$ cat src/trim_cfg_pkg.sv
// constants for the trim and configuration register bank
// What this block does
// - status bits set on matched location, cleared erased
// - overwrite status bit uses inverted polarity
// - trim fields locked until keys 01,10,11 written
// - key at 11 allows unlimited field writes
// - only writing 00 relocks a key at 11
// - other key writes ignored, key reads 11
// - read-only bit writes ignored without bus error
// - endian bit loaded, 1 big, 0 little
// - program/erase disable bits block protected pages
// - oscillator trims loaded when enabled, then writable
// - channel disables loaded when load flag set
// - disabled channel pin becomes external interrupt input
// - reference trim loaded if enabled, else zero
// - reference power-down bit: 1 off, 0 on
// - core regulator trim loaded if enabled, else zero
// - io regulator trim loaded if enabled, else 00
// - io regulator power-down and bypass controls
// - window bounds loaded; size is difference times 512
// - protection enable and local-read enable status
package trim_cfg_pkg;
    // register indices; byte address is four times the index
    localparam logic [5:0] IDX_STATUS   = 6'h2E;
    localparam logic [5:0] IDX_OSC      = 6'h30;
    localparam logic [5:0] IDX_CHANNEL  = 6'h34;
    localparam logic [5:0] IDX_VREF     = 6'h36;
    localparam logic [5:0] IDX_CORE     = 6'h37;
    localparam logic [5:0] IDX_PROT     = 6'h38;
    localparam logic [5:0] IDX_IO       = 6'h3E;

    // key field positions
    localparam int KEY_WIDE_LSB   = 30;
    localparam int KEY_NARROW_LSB = 6;
    localparam int KEY_CHAN_LSB   = 0;

    // oscillator trim register fields
    localparam int OSC_COARSE_LSB = 0;
    localparam int OSC_TUNE_LSB   = 8;
    localparam int OSC_FINE_LSB   = 16;
    localparam int OSC_TEMP_LSB   = 24;

    // reference, regulator and channel fields
    localparam int VREF_PD_BIT    = 5;
    localparam int IO_PD_BIT      = 3;
    localparam int IO_BYP_BIT     = 2;
    localparam int CHAN_OFF_LSB   = 3;

    // protection window register fields
    localparam int PROT_EN_BIT    = 0;
    localparam int PROT_OVR_BIT   = 1;
    localparam int PROT_LREAD_BIT = 2;
    localparam int PROT_UPPER_LSB = 8;
    localparam int PROT_LOWER_LSB = 16;

    // status register bits
    localparam int ST_REF_TE      = 0;
    localparam int ST_IO_TE       = 1;
    localparam int ST_PROG_DIS    = 2;
    localparam int ST_ERASE_DIS   = 3;
    localparam int ST_ENDIAN      = 4;
    localparam int ST_OSC_TE      = 5;
    localparam int ST_CORE_TE     = 6;

    // key values and sizes
    localparam logic [1:0] KEY_STEP1  = 2'h1;
    localparam logic [1:0] KEY_STEP2  = 2'h2;
    localparam logic [1:0] KEY_OPEN   = 2'h3;
    localparam logic [1:0] KEY_LOCKED = 2'h0;
    localparam int         PAGE_SHIFT = 9;     // 512-byte pages

    typedef enum logic {LOAD_FILL, LOAD_DONE} load_state_t;
endpackage

$ cat src/trim_key_lock.sv
// write-access key sequencer for one protected register
`timescale 1ns/1ps
module trim_key_lock (
    input  wire logic       clk,
    input  wire logic       sys_rst,
    input  wire logic       wr_en,
    input  wire logic [1:0] wr_key,
    output logic [1:0]      key,
    output logic            unlocked
);
    logic [1:0] next_key;

    // advance on the right step, restart on a wrong one
    always_comb begin
        next_key = key;
        if (wr_en) begin
            if (key == trim_cfg_pkg::KEY_OPEN) begin
                if (wr_key == trim_cfg_pkg::KEY_LOCKED) begin
                    next_key = trim_cfg_pkg::KEY_LOCKED;
                end else begin
                    next_key = trim_cfg_pkg::KEY_OPEN;
                end
            end else if (wr_key == trim_cfg_pkg::KEY_STEP1) begin
                next_key = trim_cfg_pkg::KEY_STEP1;
            end else if (wr_key == trim_cfg_pkg::KEY_STEP2 && key == trim_cfg_pkg::KEY_STEP1) begin
                next_key = trim_cfg_pkg::KEY_STEP2;
            end else if (wr_key == trim_cfg_pkg::KEY_OPEN && key == trim_cfg_pkg::KEY_STEP2) begin
                next_key = trim_cfg_pkg::KEY_OPEN;
            end else begin
                next_key = trim_cfg_pkg::KEY_LOCKED;
            end
        end
    end

    // key storage, locked after reset
    always_ff @(posedge clk or posedge sys_rst) begin
        if (sys_rst) begin
            key <= trim_cfg_pkg::KEY_LOCKED;
        end else begin
            key <= next_key;
        end
    end

    assign unlocked = (key == trim_cfg_pkg::KEY_OPEN);
endmodule // trim_key_lock

$ cat src/trim_config_register_set.sv
// power-on loaded trim and configuration register bank with apb access
//
// The APB interface to the registers was chosen for this implementation.
`timescale 1ns/1ps
module trim_config_register_set (
    input  wire logic        clk,
    input  wire logic        sys_rst,
    // apb slave
    input  wire logic        psel,
    input  wire logic        penable,
    input  wire logic        pwrite,
    input  wire logic [11:0] paddr,
    input  wire logic [31:0] pwdata,
    output logic [31:0]      prdata,
    output logic             pready,
    output logic             pslverr,
    // information-area contents seen at power-on
    input  wire logic [6:0]  info_status_match,
    input  wire logic        info_prot_en_match,
    input  wire logic        info_prot_ovr_match,
    input  wire logic        info_prot_lread_match,
    input  wire logic [6:0]  info_upper_page,
    input  wire logic [6:0]  info_lower_page,
    input  wire logic [1:0]  info_osc_coarse,
    input  wire logic [4:0]  info_osc_tune,
    input  wire logic [6:0]  info_osc_fine,
    input  wire logic [2:0]  info_osc_temp,
    input  wire logic [4:0]  info_reference_trim,
    input  wire logic [5:0]  info_core_trim,
    input  wire logic [1:0]  info_io_trim,
    input  wire logic        analog_cfg_poweron_load,
    input  wire logic [4:0]  info_channel_off,
    // flash requests aimed at protection configuration pages
    input  wire logic        prot_page_program_req,
    input  wire logic        prot_page_erase_req,
    // controls to analog and system
    output logic [1:0]       osc_coarse_trim,
    output logic [4:0]       osc_coarse_tune_trim,
    output logic [6:0]       osc_fine_trim,
    output logic [2:0]       osc_temp_trim,
    output logic [4:0]       reference_trim_value,
    output logic             reference_power_down,
    output logic [5:0]       core_regulator_trim_value,
    output logic [1:0]       io_regulator_trim_value,
    output logic             io_regulator_power_down,
    output logic             io_regulator_bypass,
    output logic [7:3]       analog_channel_off_bits,
    output logic [7:3]       analog_input_pin_enable,
    output logic [7:3]       external_irq_pin_enable,
    output logic             cpu_big_endian,
    output logic             protection_enabled,
    output logic             protected_local_read_enable,
    output logic [6:0]       protected_upper_page,
    output logic [6:0]       protected_lower_page,
    output logic [15:0]      prot_window_bytes,
    output logic             prot_program_allow,
    output logic             prot_erase_allow
);
    trim_cfg_pkg::load_state_t load_state;

    logic [6:0] status;
    logic       protection_cfg_overwritten;

    // status register bit aliases
    wire prot_area_program_disable  = status[trim_cfg_pkg::ST_PROG_DIS];
    wire prot_area_erase_disable    = status[trim_cfg_pkg::ST_ERASE_DIS];

    // apb decode; the write lands on the edge where pready is seen high
    wire        addr_hi_zero = (paddr[11:8] == 4'h0);
    wire [5:0]  idx          = paddr[7:2];
    wire        sel_status   = addr_hi_zero && idx == trim_cfg_pkg::IDX_STATUS;
    wire        sel_osc      = addr_hi_zero && idx == trim_cfg_pkg::IDX_OSC;
    wire        sel_channel  = addr_hi_zero && idx == trim_cfg_pkg::IDX_CHANNEL;
    wire        sel_vref     = addr_hi_zero && idx == trim_cfg_pkg::IDX_VREF;
    wire        sel_core     = addr_hi_zero && idx == trim_cfg_pkg::IDX_CORE;
    wire        sel_prot     = addr_hi_zero && idx == trim_cfg_pkg::IDX_PROT;
    wire        sel_io       = addr_hi_zero && idx == trim_cfg_pkg::IDX_IO;
    wire        mapped       = sel_status | sel_osc | sel_channel | sel_vref
                             | sel_core | sel_prot | sel_io;
    wire        ready_state  = (load_state == trim_cfg_pkg::LOAD_DONE);
    wire        answer_now   = psel & penable & ~pready & ready_state;
    wire        wr_fire      = psel & penable & pready & pwrite;
    wire        loading      = (load_state == trim_cfg_pkg::LOAD_FILL);

    // key field views of the write data
    wire [1:0]  wide_key     = pwdata[trim_cfg_pkg::KEY_WIDE_LSB +: 2];
    wire [1:0]  narrow_key   = pwdata[trim_cfg_pkg::KEY_NARROW_LSB +: 2];
    wire [1:0]  chan_key     = pwdata[trim_cfg_pkg::KEY_CHAN_LSB +: 2];

    wire [1:0]  osc_key;
    wire [1:0]  vref_key;
    wire [1:0]  core_key;
    wire [1:0]  io_key;
    wire [1:0]  chan_key_q;
    wire        osc_open;
    wire        vref_open;
    wire        core_open;
    wire        io_open;
    wire        chan_open;

    // one key sequencer per protected register
    trim_key_lock u_osc_key (
        .clk      (clk),
        .sys_rst  (sys_rst),
        .wr_en    (wr_fire & sel_osc),
        .wr_key   (wide_key),
        .key      (osc_key),
        .unlocked (osc_open)
    );
    trim_key_lock u_vref_key (
        .clk      (clk),
        .sys_rst  (sys_rst),
        .wr_en    (wr_fire & sel_vref),
        .wr_key   (narrow_key),
        .key      (vref_key),
        .unlocked (vref_open)
    );
    trim_key_lock u_core_key (
        .clk      (clk),
        .sys_rst  (sys_rst),
        .wr_en    (wr_fire & sel_core),
        .wr_key   (narrow_key),
        .key      (core_key),
        .unlocked (core_open)
    );
    trim_key_lock u_io_key (
        .clk      (clk),
        .sys_rst  (sys_rst),
        .wr_en    (wr_fire & sel_io),
        .wr_key   (narrow_key),
        .key      (io_key),
        .unlocked (io_open)
    );
    trim_key_lock u_chan_key (
        .clk      (clk),
        .sys_rst  (sys_rst),
        .wr_en    (wr_fire & sel_channel),
        .wr_key   (chan_key),
        .key      (chan_key_q),
        .unlocked (chan_open)
    );

    // field writes only while the key already stood at open
    wire osc_wr  = wr_fire & sel_osc & osc_open;
    wire vref_wr = wr_fire & sel_vref & vref_open;
    wire core_wr = wr_fire & sel_core & core_open;
    wire io_wr   = wr_fire & sel_io & io_open;
    wire chan_wr = wr_fire & sel_channel & chan_open;

    // register images for read back; unused bits read zero
    wire [31:0] img_status = {25'h0000000, status};
    wire [31:0] img_osc    = {osc_key, 3'h0, osc_temp_trim, 1'h0, osc_fine_trim,
                              3'h0, osc_coarse_tune_trim, 6'h00, osc_coarse_trim};
    wire [31:0] img_vref   = {24'h000000, vref_key, reference_power_down,
                              reference_trim_value};
    wire [31:0] img_core   = {24'h000000, core_key, core_regulator_trim_value};
    wire [31:0] img_io     = {24'h000000, io_key, 2'h0, io_regulator_power_down,
                              io_regulator_bypass, io_regulator_trim_value};
    wire [31:0] img_chan   = {24'h000000, analog_channel_off_bits, 1'h0, chan_key_q};
    wire [31:0] img_prot   = {9'h000, protected_lower_page, 1'h0, protected_upper_page,
                              5'h00, protected_local_read_enable,
                              protection_cfg_overwritten, protection_enabled};
    wire [31:0] read_mux   = sel_status  ? img_status :
                             sel_osc     ? img_osc    :
                             sel_vref    ? img_vref   :
                             sel_core    ? img_core   :
                             sel_io      ? img_io     :
                             sel_channel ? img_chan   :
                             sel_prot    ? img_prot   : 32'h00000000;

    // window size in bytes from the page bounds
    wire [6:0]  page_span  = protected_upper_page - protected_lower_page;
    wire [15:0] next_size  = {page_span, 9'h000};

    // one-cycle power-on load after reset release
    always_ff @(posedge clk or posedge sys_rst) begin
        if (sys_rst) begin
            load_state <= trim_cfg_pkg::LOAD_FILL;
        end else begin
            load_state <= trim_cfg_pkg::LOAD_DONE;
        end
    end

    // apb answer: one wait state, error only on unmapped addresses
    always_ff @(posedge clk or posedge sys_rst) begin
        if (sys_rst) begin
            pready  <= 1'b0;
            pslverr <= 1'b0;
            prdata  <= 32'h00000000;
        end else begin
            pready  <= answer_now;
            pslverr <= answer_now & ~mapped;
            if (answer_now) begin
                prdata <= read_mux;
            end
        end
    end

    // factory status captured from the information area
    always_ff @(posedge clk or posedge sys_rst) begin
        if (sys_rst) begin
            status                      <= 7'h00;
            protection_enabled          <= 1'b0;
            protection_cfg_overwritten  <= 1'b0;
            protected_local_read_enable <= 1'b0;
            protected_upper_page        <= 7'h00;
            protected_lower_page        <= 7'h00;
        end else if (loading) begin
            status                      <= info_status_match;
            protection_enabled          <= info_prot_en_match;
            protection_cfg_overwritten  <= ~info_prot_ovr_match;
            protected_local_read_enable <= info_prot_lread_match;
            protected_upper_page        <= info_upper_page;
            protected_lower_page        <= info_lower_page;
        end
    end

    // oscillator trims: load when trimmed, then software writable
    always_ff @(posedge clk or posedge sys_rst) begin
        if (sys_rst) begin
            osc_coarse_trim      <= 2'h0;
            osc_coarse_tune_trim <= 5'h00;
            osc_fine_trim        <= 7'h00;
            osc_temp_trim        <= 3'h0;
        end else if (loading && info_status_match[trim_cfg_pkg::ST_OSC_TE]) begin
            osc_coarse_trim      <= info_osc_coarse;
            osc_coarse_tune_trim <= info_osc_tune;
            osc_fine_trim        <= info_osc_fine;
            osc_temp_trim        <= info_osc_temp;
        end else if (osc_wr) begin
            osc_coarse_trim      <= pwdata[trim_cfg_pkg::OSC_COARSE_LSB +: 2];
            osc_coarse_tune_trim <= pwdata[trim_cfg_pkg::OSC_TUNE_LSB +: 5];
            osc_fine_trim        <= pwdata[trim_cfg_pkg::OSC_FINE_LSB +: 7];
            osc_temp_trim        <= pwdata[trim_cfg_pkg::OSC_TEMP_LSB +: 3];
        end
    end

    // reference trim and power-down
    always_ff @(posedge clk or posedge sys_rst) begin
        if (sys_rst) begin
            reference_trim_value <= 5'h00;
            reference_power_down <= 1'b0;
        end else if (loading) begin
            if (info_status_match[trim_cfg_pkg::ST_REF_TE]) begin
                reference_trim_value <= info_reference_trim;
            end
        end else if (vref_wr) begin
            reference_trim_value <= pwdata[4:0];
            reference_power_down <= pwdata[trim_cfg_pkg::VREF_PD_BIT];
        end
    end

    // core regulator trim
    always_ff @(posedge clk or posedge sys_rst) begin
        if (sys_rst) begin
            core_regulator_trim_value <= 6'h00;
        end else if (loading) begin
            if (info_status_match[trim_cfg_pkg::ST_CORE_TE]) begin
                core_regulator_trim_value <= info_core_trim;
            end
        end else if (core_wr) begin
            core_regulator_trim_value <= pwdata[5:0];
        end
    end

    // io regulator trim, power-down and bypass
    always_ff @(posedge clk or posedge sys_rst) begin
        if (sys_rst) begin
            io_regulator_trim_value <= 2'h0;
            io_regulator_power_down <= 1'b0;
            io_regulator_bypass     <= 1'b0;
        end else if (loading) begin
            if (info_status_match[trim_cfg_pkg::ST_IO_TE]) begin
                io_regulator_trim_value <= info_io_trim;
            end
        end else if (io_wr) begin
            io_regulator_trim_value <= pwdata[1:0];
            io_regulator_power_down <= pwdata[trim_cfg_pkg::IO_PD_BIT];
            io_regulator_bypass     <= pwdata[trim_cfg_pkg::IO_BYP_BIT];
        end
    end

    // analog channel disables and pin routing
    always_ff @(posedge clk or posedge sys_rst) begin
        if (sys_rst) begin
            analog_channel_off_bits <= 5'h00;
            analog_input_pin_enable <= 5'h00;
            external_irq_pin_enable <= 5'h00;
        end else begin
            if (loading && analog_cfg_poweron_load) begin
                analog_channel_off_bits <= info_channel_off;
            end else if (chan_wr) begin
                analog_channel_off_bits <= pwdata[trim_cfg_pkg::CHAN_OFF_LSB +: 5];
            end
            analog_input_pin_enable <= ~analog_channel_off_bits;
            external_irq_pin_enable <= analog_channel_off_bits;
        end
    end

    // system outputs derived from the status, the page bounds and the flash requests
    always_ff @(posedge clk or posedge sys_rst) begin
        if (sys_rst) begin
            cpu_big_endian     <= 1'b0;
            prot_window_bytes  <= 16'h0000;
            prot_program_allow <= 1'b0;
            prot_erase_allow   <= 1'b0;
        end else begin
            cpu_big_endian     <= status[trim_cfg_pkg::ST_ENDIAN];
            prot_window_bytes  <= next_size;
            prot_program_allow <= prot_page_program_req & ~prot_area_program_disable;
            prot_erase_allow   <= prot_page_erase_req & ~prot_area_erase_disable;
        end
    end
endmodule // trim_config_register_set

$ cat config.mk
export PLATFORM = sky130hd
export DESIGN_NAME = trim_config_register_set
export DESIGN_NICKNAME = d
export VERILOG_FILES = /design/src/trim_cfg_pkg.sv /design/src/trim_key_lock.sv /design/src/trim_config_register_set.sv
export SDC_FILE = /design/constraint.sdc
export NUM_CORES = 1
export LEC_CHECK = 0
export BUFFER_PORTS_ARGS = -buffer_cell sky130_fd_sc_hd__buf_2
export CORE_MARGIN = 5
export CORE_UTILIZATION = 45
export DETAILED_ROUTE_END_ITERATION = 7
export PLACE_DENSITY = 0.74
export SETUP_SLACK_MARGIN = 0.4
export SYNTH_ARGS = -nofsm -noshare
export SYNTH_HDL_FRONTEND = slang
export SYNTH_SLANG_ARGS = --single-unit
export TNS_END_PERCENT = 50
$ cat constraint.sdc
create_clock -name clk -period 4.2 [get_ports clk]
set_input_delay 0.21 -clock clk [delete_from_list [all_inputs] [get_ports clk]]
set_output_delay 0.21 -clock clk [all_outputs]
set_load 0.01 [all_outputs]
* Word level (Yosys, flattened, before mapping)
Cells that the tools add are included.
** Word-level totals
- Flip-flop bits (word level) :: 127
- Latch bits :: 0
- Bits in writable memories :: 0
- Bits in read-only memories :: 0
- Input bits :: 111
- Output and inout port bits :: 117
- Word-level logic and storage cells :: 180
- Memories kept :: 0
** Cells by class
- $add $sub $neg :: 1
- $mul :: 0
- Divide/modulo/power cells :: 0
- Order comparisons :: 0
- Eq/ne operators :: 34
- Shift-type cells :: 0
- Mux-type cells :: 49
- Bitwise gates (word level) :: 31
- Reductions and logical operators :: 33
** Operators with widths (count)
- 23-bit 2-to-1 mux :: 5
- 32-bit 2-to-1 mux :: 2
- 2-bit 2-to-1 mux :: 28
- 6-bit equality test, second input constant :: 7
- 5-bit 2-to-1 mux :: 7
- 2-bit equality test, second input constant :: 16
- 1-bit logical AND :: 19
- 1-bit AND :: 18
- 6-bit 2-to-1 mux :: 3
- 2-bit by 1-bit equality test with 1-bit output, second input constant :: 8
- 7-bit 2-to-1 mux :: 2
- 2-bit AND reduction :: 5
- 2-bit nonzero test :: 5
- 7-bit subtractor :: 1
- 2-bit logical NOT :: 3
- 3-bit 2-to-1 mux :: 2
- 2-bit by 1-bit != test with 1-bit output, second input constant :: 3
- 1-bit inverter :: 6
- 1-bit bitwise OR :: 6
- 5-bit inverter :: 1
- 4-bit logical NOT :: 1

* Longest topological paths before layout
- Depth after elaboration :: 10
- Mapped depth :: 7
- Gate-level depth less buffers :: 7

* Cells and area by module
Synthesis repeated with hierarchy kept, for this count alone.
** Second synthesis, totals
- Cells, all modules :: 545
- Area total of the unflattened synthesis :: 5918.2 sq um
** Modules (own cells, without submodules)
- trim_config_register_set :: times used 1, cells an instance 490, area an instance 5380.2 sq um, seq. area each 2802.7 sq um
- trim_key_lock :: times used 5, cells an instance 11, area an instance 107.6 sq um, seq. area each 50.0 sq um

* Worst setup path after synthesis
OpenSTA, ideal clock, no wires.
- Kind :: input -> register
- Start :: input paddr[9]
- End :: register osc_coarse_trim[1]
- Data arrival time :: 1884 ps
- Required time :: 4059 ps
- Setup slack :: 2175 ps
- Cell stages on the path :: 7
- Path buffers :: 3
- Cells stage by stage :: or4_1 > buf_6 > or4_4 > buf_6 > buf_6 > o21ai_1 > a31oi_1
** Between the ends
- Cells in the longest elaborated chain, start to end :: 5
** RTL lines
- from (decl) :: line trim_config_register_set.sv:12 : input wire logic [11:0] paddr,
- 4-bit logical NOT :: line trim_config_register_set.sv:69 : wire addr_hi_zero = (paddr[11:8] == 4'h0);
- 1-bit logical AND :: line trim_config_register_set.sv:72 : wire sel_osc = addr_hi_zero && idx == trim_cfg_pkg::IDX_OSC;
- 1-bit AND (2 in a row) :: line trim_config_register_set.sv:144 : wire osc_wr = wr_fire & sel_osc & osc_open;
- 2-bit nonzero test (no line)
- to (signal assigned) :: line trim_config_register_set.sv:226 : osc_coarse_trim <= info_osc_coarse;
- to (signal assigned) :: line trim_config_register_set.sv:231 : osc_coarse_trim <= pwdata[trim_cfg_pkg::OSC_COARSE_LSB +: 2];
- to (decl) :: line trim_config_register_set.sv:37 : output logic [1:0] osc_coarse_trim,
Every way passes these cells.
A chain may end at the register's enable or synchronous reset.

* Worst setup path in the final report
- Start :: register load_state
- End :: register osc_coarse_tune_trim[0]
** Between the ends
- Cells in the longest elaborated chain, start to end :: 3
- Elaborated cells between the ends (all ways) :: 4
- Classes of those cells :: mux (1); bitwise (1); reduce/logical (2)
** RTL lines
- from (decl) :: line trim_config_register_set.sv:59 : trim_cfg_pkg::load_state_t load_state;
- from (signal assigned) :: line trim_config_register_set.sv:178 : load_state <= trim_cfg_pkg::LOAD_FILL;
- from (signal assigned) :: line trim_config_register_set.sv:180 : load_state <= trim_cfg_pkg::LOAD_DONE;
- 1-bit inverter (*) :: line trim_config_register_set.sv:83 : wire loading = (load_state == trim_cfg_pkg::LOAD_FILL);
- 1-bit logical AND (*) :: line trim_config_register_set.sv:225 : end else if (loading && info_status_match[trim_cfg_pkg::ST_OSC_TE]) begin
- 5-bit 2-to-1 mux / 2-bit nonzero test (equally long branches)
- to (signal assigned) :: line trim_config_register_set.sv:227 : osc_coarse_tune_trim <= info_osc_tune;
- to (signal assigned) :: line trim_config_register_set.sv:232 : osc_coarse_tune_trim <= pwdata[trim_cfg_pkg::OSC_TUNE_LSB +: 5];
- to (decl) :: line trim_config_register_set.sv:38 : output logic [4:0] osc_coarse_tune_trim,
Mark *: on every way between the ends. The rest lies on a longest branch, timed or not.

==> impl_metrics.ini <==
[placed_design]
dpl.hpwl_um = 13800
place_inst = 933
gp_congestion = 0.908
port_buffers = 204

[floorplanning]
dieArea_um2 = 15900
rows = 42
initial_core_util = 0.458
ios = 228
die_width_um = 126
core-area_um2 = 13200
die_h_um = 126

[synthesis]
ys.flop_type = dfrtp_1
synth.most_common_cell = dfrtp_1
synthDistinctLibCells = 65
yosysSeqAreaShare = 0.503
synth-edff-count = 0
synthDominantCellAreaShare = 0.503
netlist_top_cells_count = 122 x dfrtp_1, 39 x nor2_1, 36 x inv_1
synth.area.top_cells = dfrtp_1 50%, mux2_2 4.1%, a31oi_1 2.9%
synth_cells = 587
yosysWarnings = 0
synth_area_leader_cell = dfrtp_1
ys_seq_elements = 122
ys_async_sr_fraction = 1.00
syn_area_um2 = 6070
syn_area_per_cell_um2 = 10.3

[timing]
clock.fmax_mhz = 407
min_period_over_period = 0.585
worstMarginPinSlew_ps = 1060
final.setup.tns_ps = 0
hold_viol = 0
drv_slew = 0
relSlewSlack = 0.295
clock_skew_ps = 6.93
setup_viol = 0
fin_crit_ps = 2460
rsz0062_at_grt = no

[setup_path]
cp_max_fo = 35
cp.required_ps = 4510
worstSetupStartpointType = flop
cp-end-kind = flop
critPathKind = reg2reg
crit_arrival_ps = 2770

[detailed_routing]
via_per_inst = 5.71
wl_per_cell_um = 19.5
vias = 5526
dr.pass1.iters = 5
drc_errors = 0
ant_nets = 0
routed_wl_um = 18900
drt_iter0_markers = 434

[clocking]
clock_path_buffers = 2
clock_sinks = 122
cts_buffers = 17
ctsHtreeMaxLevel = 4
cts_root_buf = clkbuf_16
clk_latency_ps = 400
cts_tree = done
path_clk_slew_ps = 60

[cells_and_area]
fin_cells = 967
multi_input_area_um2 = 2650
nNetsFinal = 896
drive_gt1_frac = 0.366
fin_util = 0.582
seq_area_um2 = 3050
syn_to_final_growth_pct = 27.1
nFillCells = 1186

[run]
maxCapViolCount = 0

[outcome]
outcome = complete, no violations

[grt]
grt_max_degree = 56
antenna_found_initial = 1
gr-total-overflow = 0
grt_pass1_vias = 5514
grt_pass1_wl_um = 29300
track_usage = 0.231

[pwr]
pwr_density_cell_nw_per_um2 = 420
p_leak_uw = 0.00372
vdd_drop_max_mv = 0.291

[min_path]
hp-class = in2reg
==> routing by layer <==
metal  wire length, um  global-route usage  vias to the layer above
li1                  -                   -                     2537
met2              9180               0.375                      252
met3              1310              0.0550                       29
met4               353              0.0694                        0
met1              8050               0.309                     2708
met5                 0                   0                        -
==> placed cells by master, fill, tap and decap left out, types with 10 or more instances in the layout <==
| cell type | Yosys | routed |
|---|---|---|
| buf_2 | 4 | 204 |
| nand4b_1 | 11 | 11 |
| mux2_2 | 22 | 22 |
| nand4_1 | 26 | 26 |
| conb_1 | 2 | 15 |
| o21ai_0 | 17 | 17 |
| dfrtp_1 | 122 | 122 |
| a22o_1 | 10 | 10 |
| o211ai_1 | 11 | 11 |
| nor2_1 | 39 | 39 |
| a31oi_1 | 28 | 28 |
| a222oi_1 | 11 | 11 |
| clkbuf_16 | 0 | 17 |
| a21oi_1 | 20 | 20 |
| nand2b_1 | 14 | 14 |
| nand2_1 | 31 | 31 |
| nor2b_1 | 11 | 11 |
| o21ai_1 | 11 | 11 |
| inv_1 | 36 | 35 |
==> final timing paths <==
| kind | cells after the start | slack [ps] | start | end |
|---|---|---|---|---|
| max reg2reg | 4 | 1740 | load_state | osc_coarse_tune_trim[0] |
| max | 4 | 1740 | load_state | osc_coarse_tune_trim[0] |
| min in group asynchronous | 3 | 470 | sys_rst | status[2] |
| min | 2 | 40 | info_upper_page[5] | protected_upper_page[5] |
| min reg2reg | 0 | 410 | status[4] | cpu_big_endian |
| max in group asynchronous | 4 | 2810 | sys_rst | external_irq_pin_enable[7] |
==> critical path, stage by stage (launching register included) <==
cell	delay, ps
dfrtp_1	680
clkinv_1	460
nand2_1	910
nor2_1	90
a31oi_1	200
==> layout make-up <==
class	instances	share of cell area
sequential	122	0.396
multi-input combinational	387	0.343
timing repair buffer	213	0.142
clock buffer	19	0.0587
tap	176	0.0286
inverter	37	0.0183
clock inverter	12	0.0130
antenna	1	0.000325
==> per-stage QoR <==
stage / power (uW) / cell area (um^2) / setup WS, ps / hold WS (ps)
floorplan: 1670 / 6110 / 747 / 303
global placement: 1890 / 7130 / 1810 / 350
detailed placement: 1910 / 7130 / 1770 / 364
CTS: 3260 / 7710 / 1810 / 27.1
global route: 3370 / 7710 / 1600 / 33.3
finish: 3240 / 7710 / 1740 / 41.6
==> registers in the layout (all words and copies together), names as in the netlist, 6 cells and up <==
name	count
core_regulator_trim_value	6
osc_fine_trim	7
prdata	27
prot_window_bytes	7
protected_lower_page	7
protected_upper_page	7
status	7
==> cell families (layout without fill, tap and decap cells) <==
group / Yosys count / after routing / share of synthesized area
muxes: 31 / 31 / 0.0557
other: 2 / 16 / 0.00124
DFF: 122 / 122 / 0.503
buffers and inverters: 91 / 281 / 0.0695
adders and majority gates: 7 / 7 / 0.0157
and+or+nand+nor: 180 / 180 / 0.176
AOI/OAI and AO/OA: 152 / 152 / 0.176
xor gates and xnor gates: 2 / 2 / 0.00289
==> what timing repair did <==
item / in CTS / in global routing
hold buffers: 2 / 0
buffers inserted: 0 / 0
resized for setup: 0 / 0
hold endpoints to repair: 54 / 0
==> report_power, final <==
group | leakage, uW | total [uW] | switching [uW] | internal (uW)
logic | 0.00198 | 515 | 292 | 222
clock network | 0.000271 | 1350 | 510 | 836
registers | 0.00147 | 1380 | 86.3 | 1290
total | 0.00372 | 3240 | 889 | 2350
(Power assumes the default switching activity.)
